==> src/verilog/pin_change_irq_regs.svh <==
// register offsets, field positions and reset values of the pin-change interrupt block
`ifndef PIN_CHANGE_IRQ_REGS_SVH
`define PIN_CHANGE_IRQ_REGS_SVH

// ==========================================================================
// offsets
`define OFS_GROUP_ENABLE 8'h68
`define OFS_MASK_GROUP0 8'h6B
`define OFS_MASK_GROUP1 8'h6C
`define OFS_MASK_GROUP2 8'h6D
`define OFS_GROUP_FLAGS 8'h6E
`define OFS_EXT_IRQ_CTRL 8'h69
`define OFS_EXT_IRQ_ENABLE 8'h3D
`define OFS_EXT_IRQ_FLAGS 8'h3C
`define OFS_IRQ_STATUS 8'h70
`define OFS_IRQ_MASK 8'h71

// ==========================================================================
// fields and reset values
`define GROUP_BITS 3
`define MASK1_VALID 8'h7F
`define SENSE_LOW 2'h0
`define SENSE_ANY 2'h1
`define SENSE_FALL 2'h2
`define SENSE_RISE 2'h3
`define REG_RESET 8'h00

`endif

==> src/verilog/pin_change_irq_pkg.sv <==
// types shared by the pin-change interrupt block
package pin_change_irq_pkg;

  typedef struct packed {
    logic [7:0] addr;
    logic [7:0] wdata;
    logic wr;
    logic rd;
  } reg_req_t;

  typedef struct packed {
    logic ext0;
    logic [2:0] group;
  } vec_t;

endpackage

==> src/verilog/pin_change_interrupt_logic.sv <==
// flag, enable and mask logic for pin-change and external interrupt 0
// Functional notes
// - set ext0 flag on selected sense event
// - ext0 flag, enable, global enable vector
// - flag cleared when handler starts
// - low level sense holds ext0 flag clear
// - group enable bits 2:0, upper zero
// - group 2 pins raise group2 vector
// - group 1 pins raise group1 vector
// - group 0 pins raise group0 vector
// - group change sets matching group flag
// - flag, enable, global enable vector
// - write one clears flag, zero keeps
// - detect only when mask and group enabled
// - group1 mask bit 7 reads zero
// - flag register bits 7:3 read zero
// - pin changes detected only through the clk_sys synchronisers
// - sense codes low, any, fall, rise
`include "pin_change_irq_regs.svh"
`timescale 1ns/100ps
`default_nettype none

module pin_change_interrupt_logic (
  // clock and reset
  input wire logic clk_sys,
  input wire logic srst,
  // register port
  input wire pin_change_irq_pkg::reg_req_t busReq,
  output logic [7:0] rdData,
  // pins
  input wire logic [23:0] pinIn,
  input wire logic extPin0,
  // core
  input wire logic globalEnable,
  input wire pin_change_irq_pkg::vec_t handlerAck,
  output pin_change_irq_pkg::vec_t vectorReq,
  output logic irqOut
);

  // ==========================================================================
  // synchronisers, three stages
  logic [24:0] s1_q, s2_q, s3_q;
  always_ff @(posedge clk_sys) begin
    if (srst) begin
      s1_q <= '0;
      s2_q <= '0;
      s3_q <= '0;
    end else begin
      s1_q <= {extPin0, pinIn};
      s2_q <= s1_q;
      s3_q <= s2_q;
    end
  end

  // stable level follows only when stages two and three agree
  logic [24:0] lvl_q;
  logic lvlInit_q;
  // wait until stage three holds a real pin sample, so no false edge after reset
  logic [1:0] warm_q;
  wire [24:0] agree = ~(s2_q ^ s3_q);
  wire [24:0] lvlNext = (agree & s3_q) | (~agree & lvl_q);
  always_ff @(posedge clk_sys) begin
    if (srst) begin
      lvl_q <= '0;
      lvlInit_q <= 1'b0;
      warm_q <= 2'h0;
    end else begin
      lvl_q <= lvlInit_q ? lvlNext : s3_q;
      lvlInit_q <= (warm_q == 2'h3);
      warm_q <= (warm_q == 2'h3) ? warm_q : warm_q + 2'h1;
    end
  end
  wire [24:0] chg = lvlInit_q ? (lvlNext ^ lvl_q) : 25'h0;

  // ==========================================================================
  // registers
  logic [2:0] grpEn_q, grpFlag_q;
  logic [7:0] mask0_q, mask1_q, mask2_q;
  logic [1:0] sense_q;
  logic ext0En_q, ext0Flag_q;
  logic [3:0] irqMask_q, irqStat_q;

  function automatic logic hit(input logic [7:0] a, input logic [7:0] ofs, input logic s);
    hit = s && (a == ofs);
  endfunction

  wire wrEn = hit(busReq.addr, `OFS_GROUP_ENABLE, busReq.wr);
  wire wrM0 = hit(busReq.addr, `OFS_MASK_GROUP0, busReq.wr);
  wire wrM1 = hit(busReq.addr, `OFS_MASK_GROUP1, busReq.wr);
  wire wrM2 = hit(busReq.addr, `OFS_MASK_GROUP2, busReq.wr);
  wire wrFl = hit(busReq.addr, `OFS_GROUP_FLAGS, busReq.wr);
  wire wrCt = hit(busReq.addr, `OFS_EXT_IRQ_CTRL, busReq.wr);
  wire wrXe = hit(busReq.addr, `OFS_EXT_IRQ_ENABLE, busReq.wr);
  wire wrXf = hit(busReq.addr, `OFS_EXT_IRQ_FLAGS, busReq.wr);
  wire wrIm = hit(busReq.addr, `OFS_IRQ_MASK, busReq.wr);
  wire rdSt = hit(busReq.addr, `OFS_IRQ_STATUS, busReq.rd);

  always_ff @(posedge clk_sys) begin
    if (srst) begin
      grpEn_q <= '0;
      mask0_q <= `REG_RESET;
      mask1_q <= `REG_RESET;
      mask2_q <= `REG_RESET;
      sense_q <= `SENSE_LOW;
      ext0En_q <= 1'b0;
      irqMask_q <= '0;
    end else begin
      if (wrEn) grpEn_q <= busReq.wdata[2:0];
      if (wrM0) mask0_q <= busReq.wdata;
      if (wrM1) mask1_q <= busReq.wdata & `MASK1_VALID;
      if (wrM2) mask2_q <= busReq.wdata;
      if (wrCt) sense_q <= busReq.wdata[1:0];
      if (wrXe) ext0En_q <= busReq.wdata[0];
      if (wrIm) irqMask_q <= busReq.wdata[3:0];
    end
  end

  // ==========================================================================
  // group change detection
  wire [23:0] pinMask = {mask2_q, 1'b0, mask1_q[6:0], mask0_q};
  wire [23:0] grpExpand = {{8{grpEn_q[2]}}, {8{grpEn_q[1]}}, {8{grpEn_q[0]}}};
  wire [23:0] liveChg = chg[23:0] & pinMask & grpExpand;
  wire [2:0] grpEvt;
  genvar g;
  generate
    for (g = 0; g < 3; g++) begin : gGroup
      assign grpEvt[g] = |liveChg[g*8 +: 8];
    end
  endgenerate

  // set wins over software clear and handler acknowledge
  wire [2:0] grpClr = (wrFl ? busReq.wdata[2:0] : 3'h0) | handlerAck.group;
  wire [2:0] grpFlagD = grpEvt | (grpFlag_q & ~grpClr);

  // ==========================================================================
  // external interrupt 0 sense
  wire prevPin = lvl_q[24];
  wire nowPin = lvlNext[24];
  logic ext0Evt;
  always_comb begin
    ext0Evt = 1'b0;
    case (sense_q)
      `SENSE_ANY: ext0Evt = chg[24];
      `SENSE_FALL: ext0Evt = chg[24] & prevPin & ~nowPin;
      `SENSE_RISE: ext0Evt = chg[24] & ~prevPin & nowPin;
      default: ext0Evt = 1'b0;
    endcase
  end
  wire levelMode = (sense_q == `SENSE_LOW);
  wire ext0Clr = (wrXf & busReq.wdata[0]) | handlerAck.ext0;
  wire ext0FlagD = levelMode ? 1'b0 : (ext0Evt | (ext0Flag_q & ~ext0Clr));
  // level sense requests straight from the held low level
  wire levelReq = levelMode & lvlInit_q & ~lvl_q[24];

  // ==========================================================================
  // interrupt status, cleared by read, new events win
  wire [3:0] statEvt = {ext0Evt & ~levelMode, grpEvt};
  wire [3:0] statD = statEvt | (rdSt ? 4'h0 : irqStat_q);

  always_ff @(posedge clk_sys) begin
    if (srst) begin
      grpFlag_q <= '0;
      ext0Flag_q <= 1'b0;
      irqStat_q <= '0;
    end else begin
      grpFlag_q <= grpFlagD;
      ext0Flag_q <= ext0FlagD;
      irqStat_q <= statD;
    end
  end

  // ==========================================================================
  // vector requests and read data
  pin_change_irq_pkg::vec_t vecD;
  assign vecD.group = grpFlag_q & grpEn_q & {3{globalEnable}};
  assign vecD.ext0 = (ext0Flag_q | levelReq) & ext0En_q & globalEnable;

  logic [7:0] rdD;
  always_comb begin
    rdD = 8'h00;
    case (busReq.addr)
      `OFS_GROUP_ENABLE: rdD = {5'h00, grpEn_q};
      `OFS_MASK_GROUP0: rdD = mask0_q;
      `OFS_MASK_GROUP1: rdD = mask1_q;
      `OFS_MASK_GROUP2: rdD = mask2_q;
      `OFS_GROUP_FLAGS: rdD = {5'h00, grpFlag_q};
      `OFS_EXT_IRQ_CTRL: rdD = {6'h00, sense_q};
      `OFS_EXT_IRQ_ENABLE: rdD = {7'h00, ext0En_q};
      `OFS_EXT_IRQ_FLAGS: rdD = {7'h00, ext0Flag_q};
      `OFS_IRQ_STATUS: rdD = {4'h0, irqStat_q};
      `OFS_IRQ_MASK: rdD = {4'h0, irqMask_q};
      default: rdD = 8'h00;
    endcase
  end

  always_ff @(posedge clk_sys) begin
    if (srst) begin
      rdData <= 8'h00;
      vectorReq <= '0;
      irqOut <= 1'b0;
    end else begin
      rdData <= busReq.rd ? rdD : 8'h00;
      vectorReq <= vecD;
      irqOut <= |(statD & irqMask_q);
    end
  end

  // ==========================================================================
  // checks
  property p_grp_set;
    @(posedge clk_sys) disable iff (srst) grpEvt[0] |=> grpFlag_q[0];
  endproperty
  a_grp_set: assert property (p_grp_set) else $error("group0 flag not set");

  property p_w1c;
    @(posedge clk_sys) disable iff (srst)
      (wrFl && busReq.wdata[1] && !grpEvt[1]) |=> !grpFlag_q[1];
  endproperty
  a_w1c: assert property (p_w1c) else $error("group1 flag not cleared");

  property p_w0keep;
    @(posedge clk_sys) disable iff (srst)
      (grpFlag_q[2] && wrFl && !busReq.wdata[2] && !handlerAck.group[2]) |=> grpFlag_q[2];
  endproperty
  a_w0keep: assert property (p_w0keep) else $error("group2 flag lost");

  property p_ack;
    @(posedge clk_sys) disable iff (srst)
      (handlerAck.group[0] && !grpEvt[0]) |=> !grpFlag_q[0];
  endproperty
  a_ack: assert property (p_ack) else $error("ack did not clear");

  property p_level;
    @(posedge clk_sys) disable iff (srst) levelMode |=> !ext0Flag_q;
  endproperty
  a_level: assert property (p_level) else $error("ext0 flag in level mode");

  property p_vec;
    @(posedge clk_sys) disable iff (srst)
      (grpFlag_q[1] && grpEn_q[1] && globalEnable) |=> vectorReq.group[1];
  endproperty
  a_vec: assert property (p_vec) else $error("group1 vector missing");

  property p_mask;
    @(posedge clk_sys) disable iff (srst) !mask0_q[3] |-> !liveChg[3];
  endproperty
  a_mask: assert property (p_mask) else $error("masked pin counted");

  property p_rsvd;
    @(posedge clk_sys) disable iff (srst)
      (busReq.rd && busReq.addr == `OFS_MASK_GROUP1) |=> !rdData[7];
  endproperty
  a_rsvd: assert property (p_rsvd) else $error("mask1 bit7 not zero");

  property p_rise;
    @(posedge clk_sys) disable iff (srst)
      (sense_q == `SENSE_RISE && ext0Evt) |-> (!prevPin && nowPin);
  endproperty
  a_rise: assert property (p_rise) else $error("rise sense wrong");

  property p_ext_vec;
    @(posedge clk_sys) disable iff (srst)
      (ext0Flag_q && ext0En_q && globalEnable) |=> vectorReq.ext0;
  endproperty
  a_ext_vec: assert property (p_ext_vec) else $error("ext0 vector missing");

  c_grp2: cover property (@(posedge clk_sys) disable iff (srst) vectorReq.group[2]);
  c_ext0: cover property (@(posedge clk_sys) disable iff (srst) vectorReq.ext0 && !levelMode);
  c_race: cover property (@(posedge clk_sys) disable iff (srst) grpEvt[0] && grpClr[0]);
  c_irq: cover property (@(posedge clk_sys) disable iff (srst) irqOut);

endmodule // pin_change_interrupt_logic

`default_nettype wire

==> config.mk <==
export PLATFORM = sky130hd
export DESIGN_NAME = pin_change_interrupt_logic
export DESIGN_NICKNAME = d
export VERILOG_FILES = /design/src/verilog/pin_change_irq_pkg.sv /design/src/verilog/pin_change_interrupt_logic.sv
export VERILOG_INCLUDE_DIRS = /design/src /design/src/verilog
export SDC_FILE = /design/constraint.sdc
export NUM_CORES = 1
export LEC_CHECK = 0
export CAP_MARGIN = 10
export CORE_MARGIN = 2
export CORE_UTILIZATION = 63
export DETAILED_ROUTE_END_ITERATION = 8
export DONT_BUFFER_PORTS = 1
export PLACE_DENSITY = 0.9
export SLEW_MARGIN = 40
export SYNTH_ARGS = -nofsm -noshare
export SYNTH_HDL_FRONTEND = slang
export SYNTH_SLANG_ARGS = --single-unit
==> constraint.sdc <==
create_clock -name clk_sys -period 3 [get_ports clk_sys]
set_clock_uncertainty 0.15 [all_clocks]
set_input_delay 0.15 -clock clk_sys [delete_from_list [all_inputs] [get_ports clk_sys]]
set_output_delay 0.15 -clock clk_sys [all_outputs]
set_load 0.01 [all_outputs]
; Word-level counts from Yosys, hierarchy flattened
; Cells that the tools add are included.
[word_totals]
reg_bits = 157
latch_bits = 0
ramBits = 0
romBits = 0
in_bits = 50
output_inout_bits = 13
memories = 0
[op_classes]
n_addsub = 1
multipliers = 0
div = 0
magnitude_cmp = 0
eq_ne = 14
shift = 0
mux = 6
bitwise = 36
n_reduce_logical = 17
[ops]
columns = operator, count
row1 = $pmux 8 s10, 1
row2 = $eq 8x7->1 const B, 8
row3 = $and 25x25->25, 2
row4 = $mux 25, 2
row5 = $not 25->25, 2
row6 = $xor 25x25->25, 2
row7 = $and 24x24->24, 2
row8 = $or 25x25->25, 1
row9 = $reduce_or 8->1, 3
row10 = $eq 8x6->1 const B, 2
row11 = $and 1x1->1, 11
row12 = $logic_and 1x1->1, 10
row13 = $and 3x3->3, 3
row14 = $eq 2x2->1 const B, 3
row15 = $or 3x3->3, 2
row16 = $not 1->1, 5
row17 = $and 4x4->4, 1
row18 = $mux 4, 1
row19 = $or 4x4->4, 1
row20 = $reduce_or 2->1, 2
row21 = $reduce_or 4->1, 1
row22 = $mux 3, 1
row23 = $not 3->3, 1
row24 = $or 1x1->1, 3
row25 = 4 further kinds, 4

; Logic depth before layout (Yosys ltp)
; Gate-level depths: netlist (run 1).
[logic_depth]
ltp_word = 14
depth_mapped = 7
ltp_nobuf = 6

; Worst setup path after synthesis (run 1)
; Ideal clock, no wire load.
[synth_path]
path_type = input port to flip-flop
start = input port busReq[17] (netlist bit)
end = register irqOut
setup_time_ps = 138
arrival_ps = 1518
required_time_ps = 2712
slack_ps = 1194
path_stages = 6
path_buffers = 0
path_cell_list = or3b_4 > nor3_4 > nand3_2 > a2111o_1 > nand2_1 > a41oi_1
[synth_between]
elab_chain_cells = 6
[synth_lines]
columns = element, line_no
row1 = "start, declared", pin_change_interrupt_logic.sv:28  ; input wire pin_change_irq_pkg::reg_req_t busReq,
row2 = $eq 8x7->1, pin_change_interrupt_logic.sv:84  ; hit = s && (a == ofs);
row3 = $logic_and 1x1->1, pin_change_interrupt_logic.sv:84
row4 = $mux 4, pin_change_interrupt_logic.sv:158  ; wire [3:0] statD = statEvt | (rdSt ? 4'h0 : irqStat_q);
row5 = $or 4x4->4, pin_change_interrupt_logic.sv:158
row6 = $and 4x4->4, pin_change_interrupt_logic.sv:204  ; irqOut <= |(statD & irqMask_q);
row7 = $reduce_or 4->1, pin_change_interrupt_logic.sv:204
row8 = "end signal, assigned", pin_change_interrupt_logic.sv:204
row9 = "end, declared", pin_change_interrupt_logic.sv:37  ; output logic irqOut
; No other way between the ends.
; A chain may end at the register's enable or synchronous reset.

; Worst setup path in the final report (run 1)
[layout_path]
start = input port busReq[13] (netlist bit)
end = register mask2_q[6]
[layout_between]
elab_chain_cells = 2
[layout_lines]
columns = element, line_no
row1 = $eq 8x7->1, pin_change_interrupt_logic.sv:84
row2 = $logic_and 1x1->1, pin_change_interrupt_logic.sv:84
row3 = "end signal, assigned", pin_change_interrupt_logic.sv:103  ; mask2_q <= `REG_RESET;
row4 = "end signal, assigned", pin_change_interrupt_logic.sv:111  ; if (wrM2) mask2_q <= busReq.wdata;
row5 = "end, declared", pin_change_interrupt_logic.sv:78  ; logic [7:0] mask0_q, mask1_q, mask2_q;
; No other way between the ends.

==> results by group, run 1 <==
Global route
  • Initial antenna violation count: 0
  • Total grt overflow: 0
  • Vias in the first global route: 5112
  • Largest net degree at the start of global routing: approximately 140
  • First-pass GRT wire length: around 25000 um
  • Total track usage: between 30% and 40%

Timing
  • Final setup vio count: 0
  • Unrepaired setup endpoints after global routing: false
  • Final period utilization: 96.58%
  • Setup_tns: 0 ps
  • Actual slew at the worst max-slew pin: 816.8 ps
  • Worst slew margin: 45.21%
  • Minimum clock period: between 2000 and 3000 ps
  • Max-slew violation count: 0
  • Hold Vio Cnt, Final: 0
  • Fmax: around 0.35 GHz

Floorplan
  • I/O Pins: 63
  • Die area: approximately 10000 um2
  • Core Rows: 35
  • Chip height: 100.9 um
  • Core Region: just over 9000 um2
  • Initial core utilization: about 65%
  • Die Width: 100.9 um

Worst setup path
  • Critical path's largest stage delay: 640 ps
  • CP Capture Type: register
  • Required time of the critical path: 3320 ps
  • CP startpoint kind: input pin
  • Crit path top cell by count: dlygate4sd3_1
  • Worst r2r src: lvl_q[4]
  • Crit Path Category: in2reg
  • Critical path peak fanout: 16
  • Critical path startpoint: busReq[13]
  • Worst path slowest cell: dlygate4sd3_1
  • Crit path buffers/inverters: 4
  • Worst path arrival time: between 3000 and 4000 ps
  • Crit-path leading delay family: buffers and inverters
  • Worst-path cell chain: dlygate4sd3_1, nand3_1, nor4b_2, buf_4, and2_4, nand3_1, dlygate4sd3_1, a21oi_1, dlygate4sd3_1

Yosys
  • Mux cell area share after synthesis: approximately 4.2%
  • Ys async rst share: 0%
  • Netlist Area Pre-Place: slightly below 6000 um2
  • Post-synth EDFFs: 0
  • Yosys warning total: 0
  • Top post-synthesis cells by area: dfxtp_1 (52%), nor2b_1 (8.1%), a21oi_1 (4.2%), mux2i_1 (4.2%), nand2_1 (3.7%)
  • Post-Synth XOR/XNOR Area: less than 1%
  • Syn Inst Count: 630
  • Mapped Nets: between 600 and 700
  • Compound-Gate Fraction of Synth Area: approximately 16%
  • Syn avg cell area: 9.382 um2
  • Adder-Cell Fraction of Synth Area: 0.2117%
  • Largest family of logic cells by synthesized area: simple AND/OR/NAND/NOR gates
  • Yosys reg bits: ~150
  • Seq/Total Area, Yosys: about half
  • Post-synthesis simple-gate area fraction: 25.13%
  • Top-area cell type share of the netlist area: 51.82%
  • Synth Flop Type: dfxtp_1
  • Cell taking the most area after synthesis: dfxtp_1
  • Post-synth cell types: 48

Placed design
  • Input/output buffers: 0
  • Final Wtd Congestion: around 0.89
  • DP Wirelength: between 8000 and 9000 um
  • Placed cell areas: 5954 um2

Route
  • DR WL/cell: ~20 um
  • Antenna-violating nets left: 0
  • Vias/cell: about 6.4
  • DRT Pass-1 Iters: 6
  • Total number of vias: 5173
  • DRC errors left: 0
  • Initial drt markers: slightly above 600
  • DRT Wirelength: 15720 um

Power
  • Switching Power: 975.0 uW
  • PwrDens: a little over 600 nW/um2
  • Lkg Pwr: just under 0.003 uW
  • Sequential Power Share: about half
  • Int Power: around 3400 uW
  • Clock power frac: a little under half
  • Switching Share: between 20 and 25%
  • Gate power share: around 5.0%
  • Tot Pwr: approximately 4400 uW
  • Max IR drop VDD: 0.0004949 V

Hold path
  • HP Start: busReq[10]
  • Min-Delay Path Class: in2reg

Run
  • Max-cap violations: 0

Finish
  • Fraction of layout cells with a size suffix above 1: roughly 6.3%
  • Final nets: ~730
  • Finished Core Util: 78.02%
  • Post-route cell area: 7141 um2
  • Fillers: between 500 and 600
  • P&R area growth vs syn: 20.81%
  • N_diodes: 0
  • FF+latch area: about 3000 um2
  • Area used by multi-input combinational logic: approximately 2700 um2

Clocking
  • Cts bufs inserted: 17
  • CTS HTree Levels: 4
  • Root buffer cell: clkbuf_8
  • Number of buffers on the longest clock path: 2
  • CTS tree: done
  • Clk slew on worst S/H paths: about 60 ps
  • Post-CTS Setup Repair Bufs: 0
  • CTS sink cnt: between 150 and 200
  • Clock Latency Late Sink: 520 ps

Status
  • Outcome: completed
[stage by stage]
step	setup slack, ps	hold WS (ps)	cells
2_1_floorplan	1194	128.2	630
3_3_place_gp	957.7	79.21	713
3_5_place_dp	905.6	79.79	713
4_1_cts	68.54	4.234	803
5_1_grt	46.78	88.86	804
6_report	102.7	59.72	804
[power by group through the flow]
stage,registers (uW),clock network [uW],logic (uW)
after floorplan,2150,0,123
after global placement,2160,0,103
after detailed placement,2160,0,110
after CTS,2120,2080,211
after global routing,2130,2170,238
final,2120,2070,221
[synth_stat cells, types with 6 or more instances]
cell / number
dfxtp_1: 153
nor2b_1: 77
nand2_1: 59
a21oi_1: 50
nor2_1: 48
o21ai_0: 31
clkbuf_1: 25
mux2i_1: 25
a21o_1: 24
nand3_1: 21
a31oi_1: 19
and4b_1: 18
a32oi_1: 7
and3_1: 6
nand4_1: 6
nand4b_1: 6
[worst paths after layout]
| path | slack (ps) | cells past startpoint | endpoint |
|---|---|---|---|
| max reg2reg | 500 | 7 | grpFlag_q[0] |
| min reg2reg | 280 | 1 | s2_q[1] |
| min | 60 | 4 | rdData[4] |
| max | 100 | 9 | mask2_q[6] |
[what timing repair did]
action | CTS | global route
endpoints found under the setup margin | 0 | 1
hold buffers | 58 | 1
resized for setup | 0 | 2
endpoints found under the hold margin | 153 | 2
[layout make-up]
type,instances,share of cell area (%)
Sequential cell,153,42.89
Tap cell,111,1.945
Inverter,4,0.2103
Clock buffer,22,6.483
Clock inverter,10,1.647
Timing Repair Buffer,64,8.971
Multi-Input combinational cell,440,37.85
[tightest hold or removal path, cell delays in order]
cell and delay (ps):
mux2i_1 130, nand2_1 80, nand4b_2 240, a21oi_1 70
[flip-flops by register name (all words and copies together), names as in the netlist, 4 cells and up]
| name | count |
|---|---|
| irqMask_q | 4 |
| irqStat_q | 4 |
| lvl_q | 24 |
| mask0_q | 8 |
| mask1_q | 7 |
| mask2_q | 8 |
| rdData | 8 |
| s1_q | 24 |
| s2_q | 24 |
| s3_q | 24 |
| vectorReq | 4 |
[per-layer routing]
layer / GRT usage (%) / part of all wire (%)
met1: 35.44 / 38
met2: 54.87 / 49
met3: 6.865 / 7.6
met4: 18.44 / 5.4
met5: 0 / 0
[cell usage in the layout (no fill, tap or decap), types with 3 or more instances in the layout]
cell type / netlist / layout
nor2b_1: 77 / 77
clkbuf_16: 0 / 16
and2_1: 4 / 3
o21ai_0: 31 / 31
inv_1: 4 / 3
o311ai_0: 5 / 5
clkbuf_8: 0 / 4
a21o_1: 24 / 24
mux2i_1: 25 / 25
nand3_1: 21 / 21
clkinv_4: 0 / 3
nand2_1: 59 / 59
nor2_1: 48 / 48
and3_1: 6 / 6
dfxtp_1: 153 / 153
o311a_1: 3 / 3
nor3_1: 3 / 3
a21oi_1: 50 / 50
a31oi_1: 19 / 19
clkinv_2: 0 / 3
a32oi_1: 7 / 7
buf_4: 1 / 5
nand4_1: 6 / 6
nand4b_1: 6 / 6
and4b_1: 18 / 18
dlygate4sd3_1: 0 / 57
[cells by family (layout without fill, tap and decap cells)]
family,Yosys count,count (layout)
multiplexers,25,25
AO/OA/AOI/OAI,150,150
buffers and inverters,37,100
AND/OR/NAND/NOR,263,263
XOR/XNOR,1,1
adder cells (fa/ha/maj),1,1
flip-flops,153,153
No activity file was read; power rests on OpenSTA's default activity.
==> inputs of run 2 (changes only) <==
--- a/config.mk
+++ b/config.mk
@@ -8,10 +8,11 @@
 export LEC_CHECK = 0
 export CAP_MARGIN = 10
 export CORE_MARGIN = 2
-export CORE_UTILIZATION = 63
+export CORE_UTILIZATION = 56
 export DETAILED_ROUTE_END_ITERATION = 8
 export DONT_BUFFER_PORTS = 1
-export PLACE_DENSITY = 0.9
+export PLACE_DENSITY = 0.85
+export RECOVER_POWER = 50
 export SLEW_MARGIN = 40
 export SYNTH_ARGS = -nofsm -noshare
 export SYNTH_HDL_FRONTEND = slang
==> constraint.sdc (replaced) <==
create_clock -name clk_sys -period 2.37 [get_ports clk_sys]
set_clock_uncertainty 0.15 [all_clocks]
set_input_delay 0.1185 -clock clk_sys [delete_from_list [all_inputs] [get_ports clk_sys]]
set_output_delay 0.1185 -clock clk_sys [all_outputs]
set_load 0.01 [all_outputs]
==> run 2 against run 1 <==
Setup slack worse by 98 ps. Total power is 25% higher. Design area is 5.7% higher. Largest cell class unchanged. Highest routed layer unchanged.
==> results by group, run 2 (synthesis gave the netlist of run 1 again) <==
Route
  • DRT Wirelength: approximately 16000 um
  • Met3 WL: roughly 1500 um
  • DR WL/cell: roughly 19 um
  • Antenna-violating nets left: 0
  • Vias/cell: about 6.1
  • DRT Pass-1 Iters: 5
  • Max layer used: met4
  • Total number of vias: 5291
  • Initial drt markers: roughly 490
  • Routed length on met2: approximately 8000 um
  • DRC errors left: 0
  • Routed metal-1 wirelength: 5942 um

Finish
  • Fraction of layout cells with a size suffix above 1: about 7.4%
  • Post-route cell area: 7545 um2
  • Commonest non-fill, non-tap cell in the layout: dfxtp_1
  • Final nets: slightly below 800
  • Commonest non-fill, non-tap cells in the layout: dfxtp_1 (151), dlygate4sd3_1 (89), nor2b_1 (77)
  • N_diodes: 0
  • Non-Filler Instances: approximately 870
  • Fillers: 682
  • P&R area growth vs syn: 27.65%

Hold path
  • HP Start: busReq[17]
  • Min-Delay Path Class: in2reg
  • WHS Path Cells: 4

Timing
  • Max-slew violation count: 0
  • Actual slew at the worst max-slew pin: ~640 ps
  • Final setup vio count: 0
  • Worst slew margin: a little under three fifths
  • Minimum clock period: around 2400 ps
  • Setup_tns: 0 ps
  • Fmax: approximately 0.42 GHz
  • Final period utilization: 99.80%
  • Final Hold Slack: approximately 18 ps
  • Hold Vio Cnt, Final: 0
  • Unrepaired setup endpoints after global routing: true

Run
  • Max-cap violations: 0

Global route
  • Largest net degree at the start of global routing: about 120
  • Vias in the first global route: 5232
  • Total track usage: around 29%
  • First-pass GRT wire length: around 26000 um
  • Initial antenna violation count: 0
  • Total grt overflow: 0

Clocking
  • Clock Latency Late Sink: 540 ps
  • CTS tree: done
  • CTS HTree Levels: 4
  • Root buffer cell: clkbuf_8
  • CTS sink cnt: around 150
  • Clk slew on worst S/H paths: approximately 70 ps
  • Cts bufs inserted: 17
  • Number of buffers on the longest clock path: 2

Placed design
  • Input/output buffers: 0
  • DP Wirelength: approximately 8600 um
  • Cell total after placement: 740
  • Placed cell areas: around 6000 um2
  • Final Wtd Congestion: 0.8920

Power
  • Tot Pwr: approximately 5500 uW
  • Max IR drop VDD: 0.0005382 V
  • Lkg Pwr: approximately 0.0031 uW
  • PwrDens: between 700 and 800 nW/um2

Floorplan
  • Die Width: 106.7 um
  • Die area: about 11000 um2
  • I/O Pins: between 60 and 70
  • Core Region: around 10000 um2
  • Initial core utilization: a little under three fifths
  • Chip height: about 110 um
  • Core Rows: 37

Worst setup path
  • CP Capture Type: register
  • Critical path startpoint: busReq[17]
  • Stages on worst setup path: 8
  • Worst path arrival time: about 2700 ps
  • CP startpoint kind: input pin
  • Worst-path cell chain: or3b_4, nor3_4, and3_1, buf_4, nand3_1, dlygate4sd3_1, a21oi_1, dlygate4sd3_1
  • Crit path top cell by count: dlygate4sd3_1
  • Critical path peak fanout: 7
  • Crit-path leading delay family: buffers and inverters
  • Worst r2r src: lvl_q[18]
  • Required time of the critical path: ~2700 ps
  • Critical path's largest stage delay: about 600 ps
  • Crit Path Category: in2reg
  • FF-to-FF path depth: 7
  • Worst path slowest cell: dlygate4sd3_1
  • Crit path buffers/inverters: 3

Status
  • Outcome: completed
run 2: cell count changes in the layout (fill, tap and decap cells not counted), moves of 3 or more:
cell,previous run,this run
clkbuf_8,4,1
dlygate4sd3_1,57,89
inv_6,1,4
o311ai_0,5,2
buf_4,5,9
run 2: what timing repair did:
action / in CTS / in global routing
setup endpoints to repair: 0 / 8
buffers inserted: 0 / 2
hold buffers: 93 / 1
hold endpoints to repair: 153 / 13
resized for setup: 0 / 10
run 2: final timing paths:
kind | end | slack, ps
setup / recovery | mask0_q[4] | 5
hold / removal | ext0Flag_q | 20
setup reg to reg | grpFlag_q[2] | 50
hold reg to reg | s2_q[11] | 290
run 2: cell type report:
| class | count | area [um2] | area share (%) |
|---|---|---|---|
| clock buffers | 17 | 414.1 | 5.489 |
| well taps | 136 | 170.2 | 2.255 |
| repair buffers | 102 | 1016 | 13.47 |
| flip-flops and latches | 153 | 3065 | 40.63 |
| clock inverters | 15 | 143.9 | 1.907 |
| inverters | 4 | 15.01 | 0.1990 |
| multi-input cells | 440 | 2720 | 36.05 |
run 2: report_power, final:
group / switching [uW] / internal [uW] / leakage, uW
clock network: 1130 / 1410 / 0.000267
logic: 143 / 145 / 0.00163
registers: 52.2 / 2640 / 0.00125
total: 1320 / 4200 / 0.00314
run 2: worst min-delay path: stages:
cell     delay [ps]
nor4b_1          30
buf_4           140
a41oi_1         230
o41a_1          140
run 2: metal layers:
metal,track usage [%],vias up
li1,-,2425
met1,32.57,2473
met2,49.00,308
met3,7.599,85
met4,17.72,0
met5,0,-
run 2: stage by stage:
step	utilization, %	worst slack (ps)
global route	73.41	-60.46
global placement	58.39	411.8
floorplan	-	596.0
detailed placement	58.39	363.5
finish	73.41	4.684
CTS	73.05	0.8995
==> inputs of run 3 (changes only) <==
--- a/config.mk
+++ b/config.mk
@@ -8,10 +8,11 @@
 export LEC_CHECK = 0
 export CAP_MARGIN = 10
 export CORE_MARGIN = 2
-export CORE_UTILIZATION = 56
+export CORE_UTILIZATION = 59
+export CTS_BUF_LIST = sky130_fd_sc_hd__clkbuf_4
 export DETAILED_ROUTE_END_ITERATION = 8
 export DONT_BUFFER_PORTS = 1
-export PLACE_DENSITY = 0.85
+export PLACE_DENSITY = 0.89
 export RECOVER_POWER = 50
 export SLEW_MARGIN = 40
 export SYNTH_ARGS = -nofsm -noshare
==> run 3 against run 2 <==
The run now ends with setup timing left. Via count rose by 8.4%. Fmax shrank 2.1%. Critical path depth shrank 4. Setup slack worse by 51 ps. Sequential power barely moved. Sequential cell count unchanged. Utilization grew 4.7 points. Wire length grew 10%. Non-clock buffer count increased by 31. Register-to-register slack worse by 97 ps. Highest routed layer unchanged.
==> results by group, run 3 (synthesis gave the netlist of run 1 again) <==
Clocking
  • Clk slew on worst S/H paths: 130 ps
  • Cts bufs inserted: 17
  • CTS tree: done
  • Number of buffers on the longest clock path: 2
  • Post-CTS Setup Repair Bufs: 0
  • CTS sink cnt: 153
  • Clock Latency Late Sink: about 570 ps
  • Root buffer cell: clkbuf_4
  • CTS HTree Levels: 4

Route
  • Routed length on met2: 8475 um
  • DRT Pass-1 Iters: 7
  • Met3 WL: 1892 um
  • Max layer used: met4
  • Initial drt markers: 895
  • Total number of vias: 5737
  • Routed metal-1 wirelength: 6197 um
  • DRC errors left: 0
  • Antenna-violating nets left: 0
  • Vias/cell: approximately 6.4
  • DR WL/cell: between 15 and 20 um
  • DRT Wirelength: 17840 um

Timing
  • Final setup vio count: 2
  • Setup WS post-layout: -46.62 ps
  • Hold Vio Cnt, Final: 0
  • Final period utilization: 102.0%
  • Fmax: slightly above 0.4 GHz
  • Worst slew margin: 43.62%
  • Setup_tns: -86.60 ps
  • Unrepaired setup endpoints after global routing: true
  • Max-slew violation count: 0
  • Actual slew at the worst max-slew pin: ~840 ps
  • Minimum clock period: between 2000 and 2500 ps

Power
  • Tot Pwr: approximately 4700 uW
  • Max IR drop VDD: about 0.0004 V
  • PwrDens: 613.2 nW/um2
  • Lkg Pwr: 0.003272 uW

Finish
  • Commonest non-fill, non-tap cells in the layout: dfxtp_1 (146), dlygate4sd3_1 (123), nor2b_1 (77)
  • Commonest non-fill, non-tap cell in the layout: dfxtp_1
  • P&R area growth vs syn: 28.51%
  • N_diodes: 0
  • Post-route cell area: around 7600 um2
  • Fraction of layout cells with a size suffix above 1: between 7 and 8%
  • Finished Core Util: approximately four fifths
  • Final nets: 800
  • Fillers: about 560

Global route
  • Vias in the first global route: around 5700
  • First-pass GRT wire length: 28580 um
  • Total grt overflow: 0
  • Initial antenna violation count: 0
  • Total track usage: around a third
  • Largest net degree at the start of global routing: about 120

Floorplan
  • Die Width: roughly 100 um
  • Core Region: 9729 um2
  • Initial core utilization: roughly three fifths
  • Core Rows: 36
  • Die area: about 11000 um2
  • Chip height: roughly 100 um
  • I/O Pins: 63

Worst setup path
  • CP Capture Type: register
  • Worst path arrival time: roughly 2700 ps
  • Required time of the critical path: between 2000 and 3000 ps
  • Critical path startpoint: lvlInit_q
  • Critical path peak fanout: 25
  • Crit Path Category: reg2reg
  • Worst r2r src: lvlInit_q
  • CP startpoint kind: register

Placed design
  • DP Wirelength: slightly below 9000 um
  • Input/output buffers: 0
  • Placed cell areas: ~6000 um2
  • Final Wtd Congestion: 0.9164

Status
  • Outcome: finished, violations left
  • Failing checks: setup timing

Run
  • Max-cap violations: 0

Hold path
  • HP Start: busReq[13]
  • Min-Delay Path Class: in2reg
-- run 3: cell type report --
cell class | count | area [um2] | share of cell area (%)
well taps | 133 | 166.4 | 2.191
repair buffers | 133 | 1334 | 17.56
clock buffers | 19 | 142.6 | 1.878
multi-input cells | 440 | 2713 | 35.71
flip-flops and latches | 153 | 3072 | 40.44
clock inverters | 13 | 153.9 | 2.026
inverters | 4 | 15.01 | 0.1977
-- run 3: through the flow --
stage	setup slack [ps]	cells	hold slack (ps)
CTS	44.71	895	0.5330
global placement	370.5	736	46.45
finish	-46.62	895	49.21
global route	-85.88	895	50.15
detailed placement	361.3	736	46.73
floorplan	596.0	630	96.68
-- run 3: critical path, cell delays in order, from the launching register on --
cell           delay, ps
dfxtp_1              530
inv_1                470
o21ai_0              450
a21oi_1              140
dlygate4sd3_1        590
-- run 3: repair_timing --
item,4_1_cts,5_1_grt
endpoints found under the setup margin,0,11
hold endpoints to repair,153,0
hold buffers,127,0
resized for setup,0,15
-- run 3: worst paths after layout --
kind	to	slack (ps)	depth (start not counted)
setup / recovery	lvl_q[18]	-50	4
hold / removal	irqOut	50	5
setup reg to reg	lvl_q[18]	-50	4
hold reg to reg	s2_q[21]	280	1
-- run 3: per-layer routing --
layer / up-vias / GRT usage [%]
met1: 2645 / 36.58
met4: 0 / 22.20
met3: 138 / 9.586
met5: - / 0
met2: 471 / 56.06
li1: 2483 / -
-- run 3: power breakdown --
| group | total (uW) | internal (uW) | switching, uW | leakage (uW) |
|---|---|---|---|---|
| Combinational | 305 | 153 | 151 | 0.00186 |
| Sequential | 2690 | 2640 | 51.3 | 0.00125 |
| Clock | 1660 | 746 | 918 | 0.000157 |
| Total | 4660 | 3540 | 1120 | 0.00327 |
